[src/design/gqd_pkg.sv]
/*
 * constants and types for the port input filter and direction block.
 * assumes a 32-bit classic wishbone register bus and a 50 MHz system clock.
 */
package gqd_pkg;
	localparam int NUM_PINS = 64;
	localparam int GROUP_PINS = 8;
	localparam int NUM_GROUPS = NUM_PINS / GROUP_PINS;
	localparam int FIELD_PINS = 16;
	localparam int FIELD_W = 2;

	localparam int SAMP3_N = 3;
	localparam int SAMP6_N = 6;
	localparam int HIST_W = SAMP6_N;

	// sample period field: 8 bits per group of eight pins, four per control word
	localparam int PRD_FIELD_W = 8;
	localparam int PRD_CNT_W = 9;
	localparam int PRD_MAX_CLK = 510;

	localparam int CLK_FREQ_HZ = 50_000_000;
	localparam int CLK_PERIOD_NS = 1_000_000_000 / CLK_FREQ_HZ;

	typedef enum logic [1:0] {
		GQD_SYNC = 2'h0,
		GQD_SAMP3 = 2'h1,
		GQD_SAMP6 = 2'h2,
		GQD_ASYNC = 2'h3
	} gqd_qmode_e;

	localparam logic [7:0] ADR_PROTECT = 8'h00;
	localparam logic [7:0] ADR_A_LOWER_QSEL = 8'h04;
	localparam logic [7:0] ADR_A_UPPER_QSEL = 8'h08;
	localparam logic [7:0] ADR_B_LOWER_QSEL = 8'h0c;
	localparam logic [7:0] ADR_B_UPPER_QSEL = 8'h10;
	localparam logic [7:0] ADR_A_PERIOD = 8'h14;
	localparam logic [7:0] ADR_B_PERIOD = 8'h18;
	localparam logic [7:0] ADR_A_MUX = 8'h1c;
	localparam logic [7:0] ADR_B_MUX = 8'h20;
	localparam logic [7:0] ADR_A_DIR = 8'h24;
	localparam logic [7:0] ADR_B_DIR = 8'h28;
	localparam logic [7:0] ADR_A_DOUT = 8'h2c;
	localparam logic [7:0] ADR_B_DOUT = 8'h30;
	localparam logic [7:0] ADR_A_PIN_IN = 8'h34;
	localparam logic [7:0] ADR_B_PIN_IN = 8'h38;

	localparam int PROTECT_BIT = 0;
	localparam logic [31:0] RST_QSEL = 32'h0000_0000;
	localparam logic [31:0] RST_DIR = 32'h0000_0000;
	localparam logic [31:0] RST_PERIOD = 32'h0000_0000;
	localparam logic [31:0] RST_MUX = 32'h0000_0000;
	localparam logic [31:0] RST_DOUT = 32'h0000_0000;
	localparam logic RST_PROTECT = 1'b0;
endpackage

[src/design/gqd_qual_if.sv]
/*
 * carrier between the top level and one group of pin filters.
 * assumes both ends sit on the same system clock.
 */
`timescale 1ns/100ps
`default_nettype none
interface gqd_qual_if #(parameter int W = 8);
	logic [W-1:0] raw;
	logic [2*W-1:0] mode;
	logic strobe;
	logic [W-1:0] qual;
	modport ctl (output raw, output mode, output strobe, input qual);
	modport filt (input raw, input mode, input strobe, output qual);
endinterface
`default_nettype wire

[src/design/gqd_top.sv]
/*
 * port input filter select, sample period and pin direction control for a
 * 64-pin general purpose port, with a classic wishbone register slave.
 * assumes pins arrive asynchronously and peripheral signals on REF_CLK.
 */
// Function
// - each filter select word holds sixteen 2-bit fields, one per pin.
// - upper port A, lower and upper port B words cover pins sixteen apiece.
// - code 00 only synchronises the input, for general I/O and peripherals.
// - code 01 accepts a change after three equal samples at the period.
// - code 10 accepts a change after six equal samples at the period.
// - code 11 passes the raw pin to a peripheral without synchronising.
// - code 11 on a general-purpose input behaves like code 00.
// - filter select words only take writes while write permission is set.
// - a direction bit steers its pin only while the pin is general I/O.
// - direction bits never affect pins owned by a peripheral.
// - direction 0 is input, 1 drives the output latch onto the pin.
// - sample period per eight pins: code 0 one clock, else twice the code.
`timescale 1ns/100ps
`default_nettype none
module gqd_top #(
	parameter int NPINS = gqd_pkg::NUM_PINS
) (
	input wire logic REF_CLK,
	input wire logic RESETN,
	input wire logic WB_CYC_I,
	input wire logic WB_STB_I,
	input wire logic WB_WE_I,
	input wire logic [7:0] WB_ADR_I,
	input wire logic [3:0] WB_SEL_I,
	input wire logic [31:0] WB_DAT_I,
	output logic [31:0] WB_DAT_O,
	output logic WB_ACK_O,
	input wire logic [63:0] PIN_IN,
	output logic [63:0] PIN_OUT,
	output logic [63:0] PIN_OE,
	input wire logic [63:0] PERIPH_OUT,
	input wire logic [63:0] PERIPH_OE,
	output logic [63:0] PERIPH_IN
);
	localparam int NG = gqd_pkg::NUM_GROUPS;
	localparam int GW = gqd_pkg::GROUP_PINS;

	if (NPINS != gqd_pkg::NUM_PINS) begin : g_bad_npins
		$error("gqd_top serves exactly 64 pins");
	end

	function automatic logic [31:0] merge_sel(input logic [31:0] old, input logic [31:0] nw,
		input logic [3:0] sel);
		logic [31:0] r;
		r = old;
		for (int b = 0; b < 4; b++) begin
			if (sel[b]) r[8*b +: 8] = nw[8*b +: 8];
		end
		return r;
	endfunction

	function automatic logic [gqd_pkg::PRD_CNT_W-1:0] period_clks(
		input logic [gqd_pkg::PRD_FIELD_W-1:0] code);
		logic [gqd_pkg::PRD_CNT_W-1:0] r;
		r = (code == '0) ? gqd_pkg::PRD_CNT_W'(1) : {code, 1'b0};
		return r;
	endfunction

	// registers
	logic protect_q;
	logic [3:0][31:0] qsel_q;
	logic [1:0][31:0] period_q;
	logic [1:0][31:0] mux_q;
	logic [1:0][31:0] dir_q;
	logic [1:0][31:0] dout_q;
	logic ack_q;
	logic [31:0] rdata_q;

	wire logic req = WB_CYC_I && WB_STB_I;
	wire logic wr_now = req && WB_WE_I && ack_q;
	wire logic [63:0] mux_all = {mux_q[1], mux_q[0]};
	wire logic [63:0] dir_all = {dir_q[1], dir_q[0]};
	wire logic [63:0] dout_all = {dout_q[1], dout_q[0]};

	// bus handshake: ack one cycle after the request, writes land at the acked edge
	always_ff @(posedge REF_CLK) begin
		if (!RESETN) ack_q <= 1'b0;
		else ack_q <= req && !ack_q;
	end

	always_ff @(posedge REF_CLK) begin
		if (!RESETN) protect_q <= gqd_pkg::RST_PROTECT;
		else if (wr_now && WB_ADR_I == gqd_pkg::ADR_PROTECT && WB_SEL_I[0])
			protect_q <= WB_DAT_I[gqd_pkg::PROTECT_BIT];
	end

	always_ff @(posedge REF_CLK) begin
		if (!RESETN) begin
			qsel_q <= {4{gqd_pkg::RST_QSEL}};
		end else if (wr_now && protect_q) begin
			case (WB_ADR_I)
				gqd_pkg::ADR_A_LOWER_QSEL: qsel_q[0] <= merge_sel(qsel_q[0], WB_DAT_I, WB_SEL_I);
				gqd_pkg::ADR_A_UPPER_QSEL: qsel_q[1] <= merge_sel(qsel_q[1], WB_DAT_I, WB_SEL_I);
				gqd_pkg::ADR_B_LOWER_QSEL: qsel_q[2] <= merge_sel(qsel_q[2], WB_DAT_I, WB_SEL_I);
				gqd_pkg::ADR_B_UPPER_QSEL: qsel_q[3] <= merge_sel(qsel_q[3], WB_DAT_I, WB_SEL_I);
				default: qsel_q <= qsel_q;
			endcase
		end
	end

	always_ff @(posedge REF_CLK) begin
		if (!RESETN) begin
			period_q <= {2{gqd_pkg::RST_PERIOD}};
			mux_q <= {2{gqd_pkg::RST_MUX}};
			dir_q <= {2{gqd_pkg::RST_DIR}};
		end else if (wr_now && protect_q) begin
			case (WB_ADR_I)
				gqd_pkg::ADR_A_PERIOD: period_q[0] <= merge_sel(period_q[0], WB_DAT_I, WB_SEL_I);
				gqd_pkg::ADR_B_PERIOD: period_q[1] <= merge_sel(period_q[1], WB_DAT_I, WB_SEL_I);
				gqd_pkg::ADR_A_MUX: mux_q[0] <= merge_sel(mux_q[0], WB_DAT_I, WB_SEL_I);
				gqd_pkg::ADR_B_MUX: mux_q[1] <= merge_sel(mux_q[1], WB_DAT_I, WB_SEL_I);
				gqd_pkg::ADR_A_DIR: dir_q[0] <= merge_sel(dir_q[0], WB_DAT_I, WB_SEL_I);
				gqd_pkg::ADR_B_DIR: dir_q[1] <= merge_sel(dir_q[1], WB_DAT_I, WB_SEL_I);
				default: dir_q <= dir_q;
			endcase
		end
	end

	// output latch is not behind the permission bit
	always_ff @(posedge REF_CLK) begin
		if (!RESETN) begin
			dout_q <= {2{gqd_pkg::RST_DOUT}};
		end else if (wr_now) begin
			case (WB_ADR_I)
				gqd_pkg::ADR_A_DOUT: dout_q[0] <= merge_sel(dout_q[0], WB_DAT_I, WB_SEL_I);
				gqd_pkg::ADR_B_DOUT: dout_q[1] <= merge_sel(dout_q[1], WB_DAT_I, WB_SEL_I);
				default: dout_q <= dout_q;
			endcase
		end
	end

	// pin synchronisers
	logic [63:0] sync1_q;
	logic [63:0] sync2_q;
	always_ff @(posedge REF_CLK) begin
		if (!RESETN) begin
			sync1_q <= '0;
			sync2_q <= '0;
		end else begin
			sync1_q <= PIN_IN;
			sync2_q <= sync1_q;
		end
	end

	// sample period dividers, one per eight pins
	logic [NG-1:0][gqd_pkg::PRD_CNT_W-1:0] cnt_q;
	logic [NG-1:0] strobe;
	logic [63:0] qual;

	for (genvar g = 0; g < NG; g++) begin : g_grp
		wire logic [gqd_pkg::PRD_FIELD_W-1:0] code =
			period_q[g/4][gqd_pkg::PRD_FIELD_W*(g%4) +: gqd_pkg::PRD_FIELD_W];
		assign strobe[g] = (cnt_q[g] == '0);

		always_ff @(posedge REF_CLK) begin
			if (!RESETN) cnt_q[g] <= '0;
			else if (strobe[g]) cnt_q[g] <= period_clks(code) - 1'b1;
			else cnt_q[g] <= cnt_q[g] - 1'b1;
		end

		gqd_qual_if #(.W(GW)) qi ();
		assign qi.raw = sync2_q[GW*g +: GW];
		// sixteen 2-bit fields per word, low pin at low bits
		assign qi.mode = qsel_q[g/2][2*GW*(g%2) +: 2*GW];
		assign qi.strobe = strobe[g];
		assign qual[GW*g +: GW] = qi.qual;

		gqd_qual #(.W(GW)) u_qual (
			.clk(REF_CLK),
			.rst_n(RESETN),
			.q(qi.filt)
		);
	end

	// pin drive and peripheral input
	logic [63:0] pin_out_q;
	logic [63:0] pin_oe_q;
	logic [63:0] periph_qual_q;
	logic [63:0] async_sel;

	always_ff @(posedge REF_CLK) begin
		if (!RESETN) begin
			pin_out_q <= '0;
			pin_oe_q <= '0;
		end else begin
			for (int i = 0; i < 64; i++) begin
				if (mux_all[i]) begin
					pin_out_q[i] <= PERIPH_OUT[i];
					pin_oe_q[i] <= PERIPH_OE[i];
				end else begin
					pin_out_q[i] <= dout_all[i];
					pin_oe_q[i] <= dir_all[i];
				end
			end
		end
	end

	always_ff @(posedge REF_CLK) begin
		if (!RESETN) periph_qual_q <= '0;
		else periph_qual_q <= qual;
	end

	always_comb begin
		for (int i = 0; i < 64; i++) begin
			async_sel[i] = mux_all[i] && (qsel_q[i/16][2*(i%16) +: 2] == 2'h3);
		end
	end

	// async bypass is a raw path from pin to peripheral
	assign PERIPH_IN = (async_sel & PIN_IN) | (~async_sel & periph_qual_q);
	assign PIN_OUT = pin_out_q;
	assign PIN_OE = pin_oe_q;

	// read path
	always_ff @(posedge REF_CLK) begin
		if (!RESETN) begin
			rdata_q <= '0;
		end else if (req && !ack_q && !WB_WE_I) begin
			case (WB_ADR_I)
				gqd_pkg::ADR_PROTECT: rdata_q <= {31'h0, protect_q};
				gqd_pkg::ADR_A_LOWER_QSEL: rdata_q <= qsel_q[0];
				gqd_pkg::ADR_A_UPPER_QSEL: rdata_q <= qsel_q[1];
				gqd_pkg::ADR_B_LOWER_QSEL: rdata_q <= qsel_q[2];
				gqd_pkg::ADR_B_UPPER_QSEL: rdata_q <= qsel_q[3];
				gqd_pkg::ADR_A_PERIOD: rdata_q <= period_q[0];
				gqd_pkg::ADR_B_PERIOD: rdata_q <= period_q[1];
				gqd_pkg::ADR_A_MUX: rdata_q <= mux_q[0];
				gqd_pkg::ADR_B_MUX: rdata_q <= mux_q[1];
				gqd_pkg::ADR_A_DIR: rdata_q <= dir_q[0];
				gqd_pkg::ADR_B_DIR: rdata_q <= dir_q[1];
				gqd_pkg::ADR_A_DOUT: rdata_q <= dout_q[0];
				gqd_pkg::ADR_B_DOUT: rdata_q <= dout_q[1];
				gqd_pkg::ADR_A_PIN_IN: rdata_q <= qual[31:0];
				gqd_pkg::ADR_B_PIN_IN: rdata_q <= qual[63:32];
				default: rdata_q <= '0;
			endcase
		end
	end

	assign WB_DAT_O = rdata_q;
	assign WB_ACK_O = ack_q;

	// checks
	// spacing is measured on the group of pins 48 to 55
	logic [gqd_pkg::PRD_CNT_W-1:0] since_q;
	logic [gqd_pkg::PRD_FIELD_W-1:0] load_code_q;
	always_ff @(posedge REF_CLK) begin
		if (!RESETN || strobe[6]) since_q <= gqd_pkg::PRD_CNT_W'(1);
		else since_q <= since_q + 1'b1;
	end

	// code the divider reloaded with at the last strobe
	always_ff @(posedge REF_CLK) begin
		if (!RESETN) load_code_q <= '0;
		else if (strobe[6]) load_code_q <= period_q[1][23:16];
	end
endmodule
`default_nettype wire

[src/design/gqd_qual.sv]
/*
 * input filter for one group of pins: pass-through, 3-sample or 6-sample.
 * assumes raw inputs are already synchronised and strobe marks each sample.
 */
`timescale 1ns/100ps
`default_nettype none
module gqd_qual #(
	parameter int W = 8
) (
	input wire logic clk,
	input wire logic rst_n,
	gqd_qual_if.filt q
);
	logic [W-1:0][gqd_pkg::HIST_W-1:0] hist_q;
	logic [W-1:0] qual_q;

	if (W < 1) begin : g_bad_width
		$error("gqd_qual needs at least one pin");
	end

	always_ff @(posedge clk) begin
		if (!rst_n) begin
			hist_q <= '0;
		end else if (q.strobe) begin
			for (int i = 0; i < W; i++) begin
				hist_q[i] <= {hist_q[i][gqd_pkg::HIST_W-2:0], q.raw[i]};
			end
		end
	end

	always_ff @(posedge clk) begin
		if (!rst_n) begin
			qual_q <= '0;
		end else begin
			for (int i = 0; i < W; i++) begin
				case (gqd_pkg::gqd_qmode_e'(q.mode[2*i +: 2]))
					gqd_pkg::GQD_SAMP3: begin
						if (&hist_q[i][gqd_pkg::SAMP3_N-1:0]) qual_q[i] <= 1'b1;
						else if (~|hist_q[i][gqd_pkg::SAMP3_N-1:0]) qual_q[i] <= 1'b0;
					end
					gqd_pkg::GQD_SAMP6: begin
						if (&hist_q[i]) qual_q[i] <= 1'b1;
						else if (~|hist_q[i]) qual_q[i] <= 1'b0;
					end
					// async code filters like sync here
					default: qual_q[i] <= q.raw[i];
				endcase
			end
		end
	end

	assign q.qual = qual_q;

	for (genvar i = 0; i < W; i++) begin : g_chk
		wire logic [1:0] md = q.mode[2*i +: 2];

	end
endmodule
`default_nettype wire

[config.mk]
export PLATFORM = sky130hd
export DESIGN_NAME = gqd_top
export DESIGN_NICKNAME = d
export VERILOG_FILES = /design/src/design/gqd_pkg.sv /design/src/design/gqd_qual_if.sv /design/src/design/gqd_top.sv /design/src/design/gqd_qual.sv
export SDC_FILE = /design/constraint.sdc
export NUM_CORES = 2
export LEC_CHECK = 0
export BUFFER_PORTS_ARGS = -buffer_cell sky130_fd_sc_hd__buf_2
export CAP_MARGIN = 20
export CORE_MARGIN = 3
export CORE_UTILIZATION = 50
export DETAILED_ROUTE_END_ITERATION = 12
export PLACE_DENSITY = 0.78
export SYNTH_ARGS = -nofsm -noshare
export SYNTH_HDL_FRONTEND = slang
export SYNTH_SLANG_ARGS = --single-unit
[constraint.sdc]
create_clock -name REF_CLK -period 3.7 [get_ports REF_CLK]
set_input_delay 0.925 -clock REF_CLK [delete_from_list [all_inputs] [get_ports REF_CLK]]
set_output_delay 0.925 -clock REF_CLK [all_outputs]
set_load 0.005 [all_outputs]
; ---- After elaboration in Yosys (flattened, before gate mapping)
; Cells that the tools add are included.
[totals]
output_inout_bits = 225
input_bits = 241
reg_bits = 1258
wordCells = 1470
[classes]
bitwise_logic = 4
reduce_logical = 459
n_addsub = 16
eq_ne = 334
mux = 465
[op_table]
columns = cell, n
row1 = $pmux W32 S15, 1
row2 = $mux W1, 384
row3 = $ne A3 B2 Y1 const B, 128
row4 = $reduce_and A6 Y1, 64
row5 = $reduce_or A6 Y1, 64
row6 = $reduce_and A3 Y1, 112
row7 = $eq A2 B2 Y1 const B, 128
row8 = $reduce_or A3 Y1, 64
row9 = $mux W9, 16
row10 = $sub A9 B1 Y9 const B, 16
row11 = $and A64 B64 Y64, 2
row12 = $eq A2 B1 Y1 const B, 64
row13 = $pmux W1 S2, 64
row14 = $reduce_and A2 Y1, 64
row15 = $logic_and A1 B1 Y1, 72
row16 = $logic_not A8 Y1, 9
row17 = $logic_not A9 Y1, 8
row18 = $not A64 Y64, 1
row19 = $or A64 B64 Y64, 1
row20 = $eq A8 B6 Y1 const B, 7
row21 = $eq A8 B5 Y1 const B, 4
row22 = $eq A8 B4 Y1 const B, 2
row23 = $eq A8 B3 Y1 const B, 1
row24 = $logic_not A1 Y1, 2

; ---- Logic depth before layout (Yosys ltp)
[logic_depth]
ltp_word = 5
mapped_depth = 12

; ---- Hierarchy
; A second synthesis with hierarchy kept.
[unflattened]
hier_cells = 6293
hier_area_um2 = 56988.4
[modules_own_cells]
columns = module, area_each_um2, cells_each, seq_area_each_um2, n_inst
row1 = gqd_top, 33646.0, 3841, 16215.6, 1
row2 = gqd_qual at g_grp[0].u_qual ..., 2917.8, 307, 1121.1, 7
row3 = gqd_qual at g_grp[7].u_qual, 2917.8, 303, 1121.1, 1

; ---- Worst setup path after synthesis
; OpenSTA, ideal clock, no wires.
[synth_path]
path_type = reg2reg
startpoint = register cnt_q[68] (netlist bit)
endpoint = register cnt_q[71] (netlist bit)
path_stages_with_launch = 12
required_ns = 3.572
setup_slack_ns = 0.898
setup_ns = 0.128
arrival_ns = 2.674
cell_sequence = dfxtp_1 > nor4_1 > and3_1 > clkbuf_1 > clkbuf_1 > a21oi_1 > ha_1 > or4b_1 > or3_1 > a211oi_1 > xor2_1 > nor2_1
[synth_between]
elab_chain_cells = 2
[synth_rtl]
columns = element, line
row1 = "start, declared", gqd_top.sv:152  ; logic [NG-1:0][gqd_pkg::PRD_CNT_W-1:0] cnt_q;
row2 = "start signal, assigned by index", gqd_top.sv:163  ; else if (strobe[g]) cnt_q[g] <= period_clks(code) - 1'b1;
row3 = "start signal, assigned by index", gqd_top.sv:164  ; else cnt_q[g] <= cnt_q[g] - 1'b1;
row4 = $sub A9 B1 Y9 / $logic_not A9 Y1 (equally long branches), "gqd_top.sv:164, gqd_top.sv:159"
row5 = $mux W9 (*), gqd_top.sv:163
; Every way passes the cells marked *; elsewhere a longest branch is shown, timed or not.
; A chain may end at the register's enable or synchronous reset.

; ---- Final worst setup path
[layout_path]
startpoint = register qsel_q (netlist bit g_grp[2].qi.mode[13])
endpoint = output PERIPH_IN[22]
[layout_between]
elab_chain_cells = 5
[layout_rtl]
columns = element, line
row1 = "start, declared", gqd_top.sv:67  ; logic [3:0][31:0] qsel_q;
row2 = "start signal, assigned", gqd_top.sv:95  ; qsel_q <= {4{gqd_pkg::RST_QSEL}};
row3 = "start signal, assigned", gqd_top.sv:102  ; default: qsel_q <= qsel_q;
row4 = $eq A2 B2 Y1 (*), gqd_top.sv:211  ; async_sel[i] = mux_all[i] && (qsel_q[i/16][2*(i%16) +: 2] == 2'h3);
row5 = $logic_and A1 B1 Y1 (*), gqd_top.sv:211
row6 = $not A64 Y64, gqd_top.sv:216  ; assign PERIPH_IN = (async_sel & PIN_IN) | (~async_sel & periph_qual_q);
row7 = $and A64 B64 Y64, gqd_top.sv:216
row8 = $or A64 B64 Y64 (*), gqd_top.sv:216
row9 = "end, declared", gqd_top.sv:39  ; output logic [63:0] PERIPH_IN
; Marks and branches as above.

==> summary.txt <==
Die
  – Initial Utilization: 50.6%
  – I/O Pins: 466
  – Die Wd: 339 um
  – Die span in y: 339 um
  – Core area: 109000 um^2
  – Die area: 115000 um^2
  – Core Rows: 121

Route
  – Vias per inst: 6.19
  – TritonRoute pass-1 iters: 7
  – DRT Wirelength: 210000 um
  – DR top layer: met5
  – Metal2 WL: 88300 um
  – ANT nets after route: 0
  – DRC viols: 0
  – Total number of vias: 53407
  – Met3 wire length: 25200 um
  – Iter 0 DRT Violations: 7316
  – Wire per inst: 24.4 um
  – Met1 WL: 80800 um

Logic synthesis
  – Count of cell types in the netlist: 85
  – Synth area leaders: dfxtp_1 (45%), nand2_1 (9.1%), a21oi_1 (8.5%)
  – Synthesis-stage register bit count: 1258
  – Top-count cell post-synth: nand2_1
  – Post-synth top cells: nand2_1 (1344), dfxtp_1 (1258), a21oi_1 (943)
  – Synth Flop Type: dfxtp_1
  – Post-Syn Instances: 6726
  – Synth area leader: dfxtp_1
  – Synthesized net count: 7167
  – Syn Std Cell Area: 55400 um^2
  – Top cell type's share of synthesized area: 45.4%
  – Synth warn: 0
  – FFs w/ async S/R, synth: 0%
  – Post-synth EDFFs: 0
  – Avg Inst Size Synth: 8.24 um^2
  – Sequential area share after synthesis: 45.4%

Power
  – Peak VDD IR: 0.000385 V
  – PD cells: 525 nW/um^2
  – Static Leak: 22.6 nW

Clock network
  – CTS tree: done
  – TritonCTS buffer count: 135
  – Worst skew pair latency: 0.77 ns
  – Post-cts resize count: 0
  – H-tree Lvls: 4
  – Reg clk slew, reported paths: 0.06 ns
  – Post-CTS Setup Bufs: 0
  – Root Driver: clkbuf_16
  – CTS Buffer Depth: 3
  – Clock tree sinks: 1258
  – Hold-fix buffers at CTS: 0

Worst setup path
  – Worst-path maximum fanout: 5
  – Worst path slowest cell: dfxtp_1
  – Critical Path Sink Type: primary output
  – Startpoint types: flop
  – CP required: 2.77 ns
  – CP arrival: 2.28 ns
  – Slowest cell delay on critical path: 0.66 ns
  – Setup CP Type: flop to primary output
  – CP cell instances: ha_1, nand2_1, mux2_2, buf_2

Hold path
  – Worst min-delay path class: input port to flop

Global route
  – Overflow after GRT: 0
  – GRT Overall Usage: 34.9%
  – Global-route wire length before repair: 308000 um
  – Largest net degree at the start of global routing: 164
  – Vias in the first global route: 48885
  – Initial antenna violation count: 25

Timing
  – Pins Over Slew Limit: 0
  – Final Hold Fails: 0
  – Fmax: 0.312 GHz
  – Worst slew pin tran: 1.09 ns
  – Relative slew slack: 27.3%
  – Final TNS setup: 0 ns
  – Final worst path period need: 3.21 ns
  – Ratio of final minimum period to clock period: 86.6%
  – RSZ-0062 raised after global routing: no
  – Final setup fails: 0
  – Worst Skew: 0.0322 ns

Cells and area
  – Sequential Area: 25200 um^2
  – Net count of the finished layout: 7473
  – Design area: 63600 um^2
  – Fill cell count: 9518
  – Share of cells above drive strength 1: 13.2%
  – Area Overhead vs Synth: 14.8%
  – Area of the multi-input gates: 28000 um^2

Placement
  – Routability-driven placement congestion ratio: 1.02
  – Post-place instance area: 59100 um^2
  – Post-DP HPWL: 153000 um
  – Port Buffer Count: 465

Run status
  – Status: finished clean

Flow run
  – Max cap viols: 0
## sequential cells by signal, indices dropped and copies added (netlist names)
name and cells:
PIN_OE 64, cnt_q 72, g_grp.qi.mode 128, protect_q 1, g_grp.u_qual.hist_q 384, sync1_q 64
mux_all 64, g_grp.u_qual.q.qual 64, dir_all 64, sync2_q 64, periph_qual_q 64, g_grp.code 64
WB_DAT_O 32, dout_all 64, PIN_OUT 64, WB_ACK_O 1
## report_power, final
part | total, mW | internal (mW) | switching (mW) | leakage (nW)
logic | 5.10 | 1.48 | 3.62 | 10.2
registers | 14.5 | 14.0 | 0.440 | 10.2
clock network | 13.9 | 8.02 | 5.84 | 2.21
## area by class of cell
| cell class | instances | share of cell area (%) |
|---|---|---|
| Antenna cell | 16 | 0.0629 |
| Sequential cell | 1258 | 39.6 |
| Clock inverter | 46 | 0.920 |
| Multi-Input combinational cell | 4888 | 44.0 |
| Tap cell | 1476 | 2.90 |
| Clock buffer | 195 | 6.17 |
| Inverter | 154 | 0.920 |
| Timing Repair Buffer | 595 | 5.40 |
## final timing paths
| path | from | to | slack, ns | cells after the start |
|---|---|---|---|---|
| max reg2reg | cnt_q[68]$_SDFF_PN0_ | cnt_q[71]$_SDFF_PN0_ | 0.82 | 9 |
| min reg2reg | sync1_q[0]$_SDFF_PN0_ | sync2_q[0]$_SDFF_PN0_ | 0.43 | 1 |
| max | g_grp[2].qi.mode[13]$_SDFFE_PN0P_ | PERIPH_IN[22] | 0.49 | 4 |
| min | PIN_IN[43] | sync1_q[43]$_SDFF_PN0_ | 0.37 | 2 |
## metrics by stage
stage	setup slack [ns]	std cells	utilization (%)	power (mW)	hold WS [ns]
6_report	0.494	8628	58.1	33.4	0.373
4_1_cts	0.524	8612	58.1	33.4	0.342
3_5_place_dp	0.455	8371	54.0	19.7	0.419
5_1_grt	0.515	8617	58.1	34.6	0.360
2_1_floorplan	0.898	6726	-	18.4	0.412
3_3_place_gp	0.458	8371	54.0	19.7	0.413
## critical path: cells and delay by family (launching register included)
family / cells / cell delay (ns)
flip-flops: 1 / 0.66
multiplexers: 1 / 0.36
adder cells (fa/ha/maj): 1 / 0.27
buffers and inverters: 1 / 0.15
AND/OR/NAND/NOR: 1 / 0.07
## cell families (layout without fill, tap and decap cells)
family / Yosys count / in the layout / synth area share (%)
buffers and inverters: 580 / 990 / 4.16
adders and majority gates: 200 / 200 / 4.51
and+or+nand+nor: 2529 / 2529 / 20.7
other: 0 / 16 / 0
xor gates and xnor gates: 31 / 31 / 0.490
AOI/OAI and AO/OA: 1845 / 1845 / 19.4
muxes: 283 / 283 / 5.30
DFF: 1258 / 1258 / 45.4
## cells in the final DEF (no fill, tap or decap), drive strengths merged, types with 10 or more instances in the layout
master | netlist | final
a31oi | 15 | 15
nor4b | 13 | 13
and3 | 13 | 13
clkinv | 0 | 21
mux2i | 197 | 197
and2 | 207 | 207
or4 | 21 | 21
inv | 154 | 166
nor2b | 11 | 11
nor4 | 79 | 79
nand2 | 1344 | 1344
a211oi | 62 | 62
ha | 200 | 200
nor3 | 147 | 147
clkbuf | 336 | 195
a22oi | 97 | 97
o211ai | 16 | 16
nand3b | 10 | 10
a21oi | 943 | 943
o221ai | 34 | 34
a41oi | 66 | 66
o31a | 21 | 21
buf | 90 | 595
o22ai | 39 | 39
a311oi | 35 | 35
mux2 | 86 | 86
o21ai | 412 | 412
nand3 | 238 | 238
xor2 | 14 | 14
or3 | 89 | 89
diode | 0 | 16
nor3b | 13 | 13
dfxtp | 1258 | 1258
nor2 | 306 | 306
xnor2 | 17 | 17
## per-layer routing
layer / track usage, % / vias up
met5: 0 / -
met4: 23.7 / 6
met3: 9.50 / 744
met2: 51.2 / 3161
met1: 44.8 / 25233
li1: - / 24263
Power figures use the tool's default switching activity.
